### config.mk
export PLATFORM = sky130hd
export DESIGN_NAME = mes_status_config
export DESIGN_NICKNAME = d
export VERILOG_FILES = /design/src/shared/mes_pkg.sv /design/src/mes_sag_detector.sv /design/src/mes_status_config.sv
export SDC_FILE = /design/constraint.sdc
export NUM_CORES = 2
export LEC_CHECK = 0
export BUFFER_PORTS_ARGS = -buffer_cell sky130_fd_sc_hd__buf_2
export CORE_MARGIN = 4
export CORE_UTILIZATION = 55
export CTS_CLUSTER_DIAMETER = 80
export CTS_CLUSTER_SIZE = 12
export DETAILED_ROUTE_END_ITERATION = 10
export PLACE_DENSITY_LB_ADDON = 0.25
export SETUP_SLACK_MARGIN = 0.3
export SLEW_MARGIN = 20
export SYNTH_ARGS = -nofsm -noshare
export SYNTH_HDL_FRONTEND = slang
export SYNTH_SLANG_ARGS = --single-unit
export TNS_END_PERCENT = 10
### constraint.sdc
create_clock -name clk_sys -period 35.2 [get_ports clk_sys]
set_clock_uncertainty 0.05 [all_clocks]
set_input_delay 1.76 -clock clk_sys [delete_from_list [all_inputs] [get_ports clk_sys]]
set_output_delay 1.76 -clock clk_sys [all_outputs]
set_load 0.01 [all_outputs]
### src/shared/mes_pkg.sv
// constants and carrier types of the metering engine status and configuration bank
package mes_pkg;

    // ****************************************
    // word addresses in engine data memory
    // ****************************************
    localparam logic [9:0] ADDR_IA = 10'h000;
    localparam logic [9:0] ADDR_VA = 10'h001;
    localparam logic [9:0] ADDR_IB = 10'h002;
    localparam logic [9:0] ADDR_VB = 10'h003;
    localparam logic [9:0] ADDR_IC = 10'h004;
    localparam logic [9:0] ADDR_VC = 10'h005;
    localparam logic [9:0] ADDR_ID = 10'h006;
    localparam logic [9:0] ADDR_TEMP = 10'h00A;
    localparam logic [9:0] ADDR_VBAT = 10'h00B;
    localparam logic [9:0] ADDR_PART_REV = 10'h00F;
    localparam logic [9:0] ADDR_CONFIG = 10'h020;
    localparam logic [9:0] ADDR_SAG_THRESHOLD = 10'h024;
    localparam logic [9:0] ADDR_GAIN_ADJUST = 10'h040;
    localparam logic [9:0] ADDR_STATUS = 10'h080;

    // ****************************************
    // sample channels
    // ****************************************
    localparam int NUM_CH = 9;
    localparam int CH_TEMP = 7;
    localparam logic [NUM_CH-1:0][9:0] SAMPLE_ADDRS = {ADDR_VBAT, ADDR_TEMP, ADDR_ID, ADDR_VC, ADDR_IC,
                                                       ADDR_VB, ADDR_IB, ADDR_VA, ADDR_IA};
    localparam logic [2:0][3:0] CURRENT_CH = {4'h4, 4'h2, 4'h0};
    localparam logic [2:0][3:0] VOLTAGE_CH = {4'h5, 4'h3, 4'h1};
    localparam int SHUNT_GAIN_SHIFT = 3;

    // ****************************************
    // configuration word fields and reset
    // ****************************************
    localparam logic [31:0] CFG_RESET = 32'h0000_5020;
    localparam int CFG_SHUNT_LSB = 0;
    localparam int CFG_PULSE_SRC_BIT = 4;
    localparam int CFG_PHASE_SEL_LSB = 6;
    localparam int CFG_SAG_SAMPLE_COUNT_LSB = 8;
    localparam int CFG_TEMP_SRC_BIT = 16;
    localparam int CFG_SAG_INT_BIT = 17;
    localparam int CFG_SAG_EN_LSB = 18;

    // ****************************************
    // status word fields
    // ****************************************
    localparam int STAT_SAG_LSB = 25;
    localparam int STAT_SQUARE_BIT = 28;

    // ****************************************
    // temperature compensation arithmetic
    // ****************************************
    localparam logic signed [31:0] GAIN_NOMINAL = 32'sh0000_4000;
    localparam int LIN_SHIFT = 14;
    localparam int QUAD_SHIFT = 23;

    typedef struct packed {
        logic [9:0] addr;
        logic wrEn;
        logic rdEn;
        logic [31:0] wrData;
    } mes_host_req_t;

    typedef struct packed {
        logic [NUM_CH-1:0][31:0] word;
    } mes_samples_t;

    typedef struct packed {
        logic frameDone;
        logic passDone;
        logic [31:0] hostRealRate;
        logic [31:0] hostReactiveRate;
        logic [31:0] realEnergySum;
        logic [31:0] reactiveEnergySum;
        logic signed [15:0] linearTempCoeff;
        logic signed [15:0] quadraticTempCoeff;
        logic [31:0] tempNominal;
    } mes_engine_in_t;

    typedef struct packed {
        logic [2:0][31:0] currentScaled;
        logic [31:0] realPulseRate;
        logic [31:0] reactivePulseRate;
        logic [31:0] gainAdjust;
        logic [1:0] pllPhaseSel;
        logic fundamentalSquareWave;
        logic secondPulseOutput;
    } mes_engine_out_t;

endpackage : mes_pkg

### src/mes_sag_detector.sv
// per-phase sag detector: consecutive below-threshold sample counter
`timescale 1ns/100ps
module mes_sag_detector (
    // clock and reset
    input wire logic clk_sys,
    input wire logic srst,
    // sample stream
    input wire logic sampleStrobe,
    input wire logic [31:0] voltageSample,
    // settings
    input wire logic enable,
    input wire logic [31:0] threshold,
    input wire logic [7:0] sampleCount,
    // result
    output logic inSag
);

    typedef struct packed {
        logic [7:0] cnt;
        logic inSag;
    } mes_sag_state_t;

    mes_sag_state_t s_r;
    mes_sag_state_t s_nxt;
    logic [31:0] magnitude;
    logic below;
    logic above;

    assign magnitude = voltageSample[31] ? (~voltageSample + 32'h0000_0001) : voltageSample;
    assign below = magnitude < threshold;
    assign above = magnitude > threshold;
    assign inSag = s_r.inSag;

    always_comb begin
        s_nxt = s_r;
        if (!enable) begin
            s_nxt = '0;
        end else if (sampleStrobe) begin
            if (below) begin
                // saturate so a long sag cannot wrap the count
                if (s_r.cnt != 8'hFF) begin
                    s_nxt.cnt = s_r.cnt + 8'h01;
                end
                if ({1'b0, s_r.cnt} + 9'h001 >= {1'b0, sampleCount}) begin
                    s_nxt.inSag = 1'b1;
                end
            end else begin
                s_nxt.cnt = 8'h00;
                if (above) begin
                    s_nxt.inSag = 1'b0;
                end
            end
        end
    end

    always_ff @(posedge clk_sys) begin
        if (srst) begin
            s_r <= '0;
        end else begin
            s_r <= s_nxt;
        end
    end
endmodule : mes_sag_detector

### src/mes_status_config.sv
// metering engine raw sample, status and configuration word bank
//
// How it works
// - filtered samples are captured per frame and read at fixed word addresses.
// - identification word reads zero upper half, part code, then revision.
// - status word is rewritten at every pass-done event.
// - sag flags come fresh from detectors each pass, nothing latched.
// - unused status bits 31:29 and 24:0 always read zero.
// - status bit 28 follows the selected phase voltage polarity.
// - sag flag sets after enough low samples, clears above threshold or when the phase is disabled.
// - status word lives at engine word address 0x80.
// - sag detection runs only for phases whose enable bit is one.
// - with sag signalling enabled, a sag event toggles the second pulse output.
// - shunt gain select multiplies that current sample by eight.
// - pulse rates come from host words or own energy sums.
// - internal temperature source makes the engine compute the gain adjust.
// - external temperature source freezes engine updates; host writes gain adjust.
// - frequency-tracking phase follows the two phase-select bits.
// - sag sample count sits in bits 15:8, consecutive low samples counted.
// - sag enables in bits 20:18; event needs every enabled phase sagging.
// - bits 7:6 select phase; 00 is phase A.
`timescale 1ns/100ps
module mes_status_config #(
    // arbitrary identification values
    parameter logic [7:0] PART_CODE = 8'h5A,
    parameter logic [7:0] REVISION = 8'h01
) (
    // clock and reset
    input wire logic clk_sys,
    input wire logic srst,
    // host word access
    input wire mes_pkg::mes_host_req_t hostReq,
    output logic [31:0] hostRdData,
    output logic hostRdValid,
    // converter and engine side
    input wire mes_pkg::mes_samples_t samplesIn,
    input wire mes_pkg::mes_engine_in_t engIn,
    output mes_pkg::mes_engine_out_t engOut
);

    // ****************************************
    // state
    // ****************************************
    typedef struct packed {
        mes_pkg::mes_samples_t samples;
        logic [31:0] cfg;
        logic [31:0] sagThreshold;
        logic [31:0] status;
        logic [31:0] rdData;
        logic rdValid;
        logic sagEventPrev;
        mes_pkg::mes_engine_out_t out;
    } mes_bank_state_t;

    mes_bank_state_t s_r;
    mes_bank_state_t s_nxt;

    logic [2:0] sagFlags;
    logic [2:0] sagEnable;
    logic [1:0] phaseSel;
    logic [1:0] selPhase;
    logic [31:0] selVoltage;
    logic sagEvent;
    logic sagSignal;
    logic tempSrc;
    logic signed [15:0] tempDelta;
    logic signed [31:0] tempDeltaSq;
    logic signed [31:0] linProd;
    logic signed [47:0] quadProd;
    logic signed [31:0] gainCalc;
    logic [31:0] rdWord;

    assign hostRdData = s_r.rdData;
    assign hostRdValid = s_r.rdValid;
    assign engOut = s_r.out;

    // ****************************************
    // configuration decode
    // ****************************************
    assign sagEnable = s_r.cfg[mes_pkg::CFG_SAG_EN_LSB +: 3];
    assign phaseSel = s_r.cfg[mes_pkg::CFG_PHASE_SEL_LSB +: 2];
    assign sagSignal = s_r.cfg[mes_pkg::CFG_SAG_INT_BIT];
    assign tempSrc = s_r.cfg[mes_pkg::CFG_TEMP_SRC_BIT];
    // code 11 has no phase of its own; it falls back to phase C
    assign selPhase = (phaseSel == 2'h3) ? 2'h2 : phaseSel;
    assign selVoltage = s_r.samples.word[mes_pkg::VOLTAGE_CH[selPhase]];

    // ****************************************
    // sag detectors, one per phase
    // ****************************************
    genvar gp;
    generate
        for (gp = 0; gp < 3; gp++) begin : g_sag
            mes_sag_detector u_sag (
                .clk_sys(clk_sys),
                .srst(srst),
                .sampleStrobe(engIn.frameDone),
                .voltageSample(samplesIn.word[mes_pkg::VOLTAGE_CH[gp]]),
                .enable(sagEnable[gp]),
                .threshold(s_r.sagThreshold),
                .sampleCount(s_r.cfg[mes_pkg::CFG_SAG_SAMPLE_COUNT_LSB +: 8]),
                .inSag(sagFlags[gp])
            );
        end
    endgenerate

    // disabled phases do not veto; at least one must be enabled
    assign sagEvent = (|sagEnable) && (&(sagFlags | ~sagEnable));

    // ****************************************
    // temperature compensation
    // ****************************************
    // only the low 16 bits of the difference are used; wider swings wrap
    assign tempDelta = 16'(s_r.samples.word[mes_pkg::CH_TEMP] - engIn.tempNominal);
    assign tempDeltaSq = tempDelta * tempDelta;
    assign linProd = engIn.linearTempCoeff * tempDelta;
    assign quadProd = engIn.quadraticTempCoeff * tempDeltaSq;
    assign gainCalc = mes_pkg::GAIN_NOMINAL + (linProd >>> mes_pkg::LIN_SHIFT)
        + 32'(quadProd >>> mes_pkg::QUAD_SHIFT);

    // ****************************************
    // read decode
    // ****************************************
    always_comb begin
        rdWord = 32'h0000_0000;
        for (int i = 0; i < mes_pkg::NUM_CH; i++) begin
            if (hostReq.addr == mes_pkg::SAMPLE_ADDRS[i]) begin
                rdWord = s_r.samples.word[i];
            end
        end
        if (hostReq.addr == mes_pkg::ADDR_PART_REV) begin
            rdWord = {16'h0000, PART_CODE, REVISION};
        end else if (hostReq.addr == mes_pkg::ADDR_CONFIG) begin
            rdWord = s_r.cfg;
        end else if (hostReq.addr == mes_pkg::ADDR_SAG_THRESHOLD) begin
            rdWord = s_r.sagThreshold;
        end else if (hostReq.addr == mes_pkg::ADDR_GAIN_ADJUST) begin
            rdWord = s_r.out.gainAdjust;
        end else if (hostReq.addr == mes_pkg::ADDR_STATUS) begin
            rdWord = s_r.status;
        end
    end

    // ****************************************
    // next state
    // ****************************************
    always_comb begin
        s_nxt = s_r;
        s_nxt.rdValid = hostReq.rdEn;
        if (hostReq.rdEn) begin
            s_nxt.rdData = rdWord;
        end

        // host writes; read-only and unmapped words ignore them
        if (hostReq.wrEn) begin
            if (hostReq.addr == mes_pkg::ADDR_CONFIG) begin
                s_nxt.cfg = hostReq.wrData;
            end else if (hostReq.addr == mes_pkg::ADDR_SAG_THRESHOLD) begin
                s_nxt.sagThreshold = hostReq.wrData;
            end else if (hostReq.addr == mes_pkg::ADDR_GAIN_ADJUST) begin
                s_nxt.out.gainAdjust = hostReq.wrData;
            end
        end

        if (engIn.frameDone) begin
            s_nxt.samples = samplesIn;
            for (int p = 0; p < 3; p++) begin
                if (s_r.cfg[mes_pkg::CFG_SHUNT_LSB + p]) begin
                    s_nxt.out.currentScaled[p] = samplesIn.word[mes_pkg::CURRENT_CH[p]]
                        << mes_pkg::SHUNT_GAIN_SHIFT;
                end else begin
                    s_nxt.out.currentScaled[p] = samplesIn.word[mes_pkg::CURRENT_CH[p]];
                end
            end
        end

        if (engIn.passDone) begin
            s_nxt.status = 32'h0000_0000;
            s_nxt.status[mes_pkg::STAT_SAG_LSB +: 3] = sagFlags;
            s_nxt.status[mes_pkg::STAT_SQUARE_BIT] = ~selVoltage[31];
            s_nxt.out.fundamentalSquareWave = ~selVoltage[31];
            if (s_r.cfg[mes_pkg::CFG_PULSE_SRC_BIT]) begin
                s_nxt.out.realPulseRate = engIn.hostRealRate;
                s_nxt.out.reactivePulseRate = engIn.hostReactiveRate;
            end else begin
                s_nxt.out.realPulseRate = engIn.realEnergySum;
                s_nxt.out.reactivePulseRate = engIn.reactiveEnergySum;
            end
            // engine update wins over a host write landing in the same cycle
            if (!tempSrc) begin
                s_nxt.out.gainAdjust = gainCalc;
            end
        end

        s_nxt.out.pllPhaseSel = phaseSel;
        s_nxt.sagEventPrev = sagEvent;
        if (sagSignal && sagEvent && !s_r.sagEventPrev) begin
            s_nxt.out.secondPulseOutput = ~s_r.out.secondPulseOutput;
        end
    end

    always_ff @(posedge clk_sys) begin
        if (srst) begin
            s_r <= '0;
            s_r.cfg <= mes_pkg::CFG_RESET;
        end else begin
            s_r <= s_nxt;
        end
    end
endmodule : mes_status_config

; After elaboration in Yosys (flattened, before gate mapping)
; Index checks and enable logic that the tools add are counted.
[word_totals]
inputBits = 528
elab_cells = 155
output_inout_bits = 229
ff_bits = 613
[classes]
muxes = 44
eq_ne = 23
mul = 3
bitwise = 11
addsub = 12
magnitude_cmp = 11
n_reduce_logical = 21
[ops]
columns = op, n
row1 = $mux 32, 27
row2 = $bmux 32 s4, 1
row3 = $add 32x1->32 const B, 3
row4 = $gt 32x32->1, 3
row5 = $lt 32x32->1, 3
row6 = $not 32->32, 3
row7 = $mul 16x16->32, 2
row8 = $mux 64, 1
row9 = $mul 16x32->48, 1
row10 = $eq 10x3->1 const B, 3
row11 = $eq 10x4->1 const B, 3
row12 = $add 8x1->9 const B, 3
row13 = $ge 9x8->1, 3
row14 = $mux 9, 3
row15 = $add 19x25->26, 1
row16 = $add 8x1->8 const B, 3
row17 = $mux 8, 3
row18 = $ne 8x8->1 const B, 3
row19 = $eq 10x2->1 const B, 2
row20 = $eq 10x6->1 const B, 2
row21 = $add 16x18->19 const A, 1
row22 = $sub 16x16->16, 1
row23 = $reduce_and 3->1, 5
row24 = $ne 2x2->1 const B, 6
row25 = other kinds (20), 39

; Depth between registers and ports, before layout
[logic_depth]
word_depth = 15
ltp_mapped = 71
ltp_nobuf = 69

; Cells and area by module
; From an unflattened synthesis, not the netlist that was laid out.
[unflattened]
hier_cells = 7958
area_unflattened_um2 = 70000.9
[by_module_without_submodules]
columns = mod, cells_per_inst, seq_area_each_um2, n_inst, area_per_inst_um2
row1 = mes_status_config, 7058, 11711.2, 1, 63402.1
row2 = mes_sag_detector, 300, 180.2, 3, 2199.6

; Worst setup path before layout
; No wires, ideal clock.
[synth_timing]
path_kind = input to register
start = input port engIn[0] (netlist name)
end = register s_r (netlist bit engOut[27])
cell_stages = 62
arrival_ps = 16730
setup_ps = 115
n_path_buf = 3
slack_ps = 18305
required_time_ps = 35035
path_cell_list = ha_1 > inv_1 > fa_1 > a21o_1 > a21oi_1 > o21ai_0 > a211oi_1 > o21bai_1 > xor2_1 > clkbuf_1 > nand2_1 > fa_1 > fa_1 > fa_1 > inv_1 > fa_1 > fa_1 > inv_1 > (+26 left out) > a31oi_1 > a211oi_2 > o221ai_1 > and2_1 > o21a_1 > nor2_1 > xnor2_1 > ha_1 > ha_1 > clkbuf_1 > a21oi_1 > o21bai_1 > a2111oi_2 > a211oi_1 > o41ai_2 > o21bai_1 > and3_1 > a2111oi_0
[synth_between]
elab_chain_len = 6
word_cells_on_any_way = 8
[synth_rtl]
columns = element, line_no
row1 = "start, declared", mes_status_config.sv:37  ; input wire mes_pkg::mes_engine_in_t engIn,
row2 = $sub 16x16->16 *, mes_status_config.sv:114  ; assign tempDelta = 16'(s_r.samples.word[mes_pkg::CH_TEMP] - engIn.tempNominal);
row3 = "$mul 16x16->32, on equally long branches", "mes_status_config.sv:115, mes_status_config.sv:116"
row4 = $mul 16x32->48 or $add 16x18->19 (tied branches), "mes_status_config.sv:117, mes_status_config.sv:118"
row5 = $add 19x25->26 *, mes_status_config.sv:119  ; + 32'(quadProd >>> mes_pkg::QUAD_SHIFT);
row6 = $mux 32 *, mes_status_config.sv:190  ; if (!tempSrc) begin
row7 = $mux 32 *, mes_status_config.sv:177  ; if (engIn.passDone) begin
row8 = "end signal, assigned", mes_status_config.sv:207  ; s_r <= s_nxt;
row9 = "end, declared", mes_status_config.sv:55  ; mes_bank_state_t s_r;
; Mark *: on every way between the ends. The rest lies on a longest branch, timed or not.
; A chain may end at the register's enable or synchronous reset.

; Final worst setup path
[layout_timing]
start = input port engIn[0] (netlist name)
end = register s_r (netlist bit engOut[26])
; The elaborated chain is that of the path after synthesis.

==> summary.txt <==
Outcome
  • Status: finished clean

STA
  • RSZ-0062 raised after global routing: false
  • Final setup viols: 0
  • Final Hold Violating Endpoints: 0
  • Worst slew pin tran: 1.180 ns
  • Fin. max-slew vios: 0
  • Final Critical Period: 19.00 ns
  • Final period util: 0.5398
  • Max Freq: 0.05263 GHz
  • TNS Setup: 0 ns
  • Worst slew margin: 0.2130

Clock network
  • Clk Latency, worst-skew pair: 0.68 ns
  • Hold buffer count at cts: 0
  • Clock sink count: 612
  • Clock transition at path regs: 0.06 ns
  • CTS buffer count: 58
  • CTS tree: built
  • Htree depth: 2
  • CTS root buf: clkbuf_16
  • Post-cts sizing count: 0
  • Post-CTS setup buffers: 0
  • CTS max path bufs: 3

Critical path
  • Critical Path End Type: flip-flop
  • Worst EP required: 35.70 ns
  • Critical path type: in2reg
  • Crit-path slowest cell: a2111oi_0
  • Worst path most repeated cell: fa_1
  • CP max stage delay: 0.99 ns
  • Crit-path max FO: 25
  • Critical Path Start Type: primary input
  • Arr. time, crit path: 19.50 ns

Synth
  • Number of synthesized flops with an enable pin: 0
  • Top cell type's share of synthesized area: 0.2796
  • Post-Syn Area: 68940 um^2
  • Syn Inst Count: 7719
  • Syn nets: 9680
  • Top_reg_cell synth: dfxtp_1
  • Synth area leader: fa_1
  • Yosys reg bits: 612
  • Async set or reset register ratio after synthesis: 0
  • Yosys warning count: 0
  • Synth area leaders: fa_1 (28%), dfxtp_1 (18%), ha_1 (8.5%)
  • Post-synthesis sequential area ratio: 0.1777
  • Syn_area_per_cell: 8.931 um^2
  • Count of different cell masters after synthesis: 85

Route
  • Post-route DRC: 0
  • Initial DRC count: 5337
  • Final ANT Viol Nets: 0
  • Final wirelength: 235600 um
  • Pre-antenna DRT Iters: 9
  • Via count: 56.52k
  • Number of vias per cell: 5.846
  • Routed len/inst: 24.36 um

Global routing
  • Vias in the first global route: 57.10k
  • First-pass GRT wire length: 349900 um
  • Gr ovfl total: 0
  • Initial antenna violation count: 92
  • Pin count of the biggest net entering global routing: 208
  • GRT Resource Usage Total: 0.3529

Finish
  • Reg area: 12260 um^2
  • Commonest non-fill, non-tap cell in the layout: inv_1
  • Layout area overhead: 7.517%
  • Fillers: 10.81k
  • Final net count: 9927
  • Most frequent cells in the layout: inv_1 (1196), fa_1 (963), nand2_1 (789), buf_2 (737), nor2_1 (636)
  • Multi-input gate area: 49300 um^2
  • Layout cells sized above 1: 0.1231

Die
  • Die Y: 362.0 um
  • Num rows: 129
  • Total Die Area: 131100 um^2
  • Chip width: 362.0 um
  • Core box area: 124100 um^2
  • Top Ports: 757
  • Initial Util: 0.5554

Place
  • IO buf count: 740
  • Gpl congestion: 0.9847
  • Hpwl dp: 187100 um

Job
  • Max_cap viols: 0

Hold path
  • Hold/Removal Path Class: reg2reg
layout make-up:
type | count | area share
sequential | 612 | 0.1654
antenna | 59 | 0.001992
timing repair buffer | 808 | 0.05766
inverter | 1206 | 0.06107
tap | 1637 | 0.02763
clock inverter | 6 | 0.001384
clock buffer | 60 | 0.01982
multi-input combinational | 5280 | 0.6651
layer usage:
| metal | track usage | up-vias | share of wire |
|---|---|---|---|
| li1 | - | 25070 | - |
| met1 | 0.4342 | 28070 | 0.37 |
| met2 | 0.5431 | 2658 | 0.45 |
| met3 | 0.1134 | 684 | 0.11 |
| met4 | 0.2132 | 42 | 0.070 |
| met5 | 0 | - | 0.0010 |
metrics by stage:
stage | cell area, um^2 | setup slack (ns) | hold slack, ns | std cells | util
after detailed placement | 72380 | 15.16 | 0.3867 | 9543 | 0.5832
after CTS | 73950 | 15.78 | 0.4010 | 9609 | 0.5958
final | 74120 | 16.20 | 0.4006 | 9668 | 0.5972
after global placement | 72380 | 15.34 | 0.3814 | 9543 | 0.5831
after floorplan | 68940 | 18.31 | 0.3774 | 7719 | -
after global routing | 74040 | 15.32 | 0.4152 | 9633 | 0.5965
synth_stat cells (69+ instances only):
cell type	count
fa_1	963
dfxtp_1	612
a21o_1	88
inv_1	1196
mux2i_1	478
xnor2_1	198
nor2_1	638
clkbuf_1	337
ha_1	470
o21ai_0	163
a211oi_1	189
and2_1	278
nand2_1	790
nand2b_1	69
nor2b_1	71
a21oi_1	223
buf_4	229
nand3_1	79
path summary, 6_finish.rpt:
check / endpoint / cells after the start / slack (ns) / start
setup / recovery: engOut[26] / 58 / 16.20 / engIn[0]
hold / removal: hostRdData[17] / 1 / 0.40 / hostRdData[17]
setup reg to reg: engOut[26] / 58 / 16.78 / s_r[550]
hold reg to reg: hostRdData[17] / 1 / 0.40 / hostRdData[17]
sequential cells by signal, indices dropped and copies added, names as in the netlist:
| register | cells |
|---|---|
| s_r | 354 |
| engOut | 196 |
| hostRdData | 32 |
| g_sag.u_sag.s_r | 24 |
| g_sag.u_sag.inSag | 3 |
| phaseSel | 2 |
| hostRdValid | 1 |
cell families (layout without fill, tap and decap cells):
logic type,Yosys count,count (layout),synth area share
AOI/OAI and AO/OA,980,980,0.09744
and+or+nand+nor,2120,2120,0.1404
muxes,500,500,0.07610
adders and majority gates,1433,1433,0.3649
xor gates and xnor gates,247,247,0.03138
DFF,612,612,0.1777
buffers and inverters,1827,2080,0.1121
other,0,59,0
worst max-delay path: cells and delay by family:
kind	cells	cell delay (ns)
AOI/OAI and AO/OA	20	6.07
xor gates and xnor gates	5	1.73
adders and majority gates	18	7.72
buffers and inverters	11	1.32
and+or+nand+nor	4	0.88
Power is left out: the tool's default activity adds up to more than one toggle a clock period on the data nets, which glitch-free logic cannot reach.
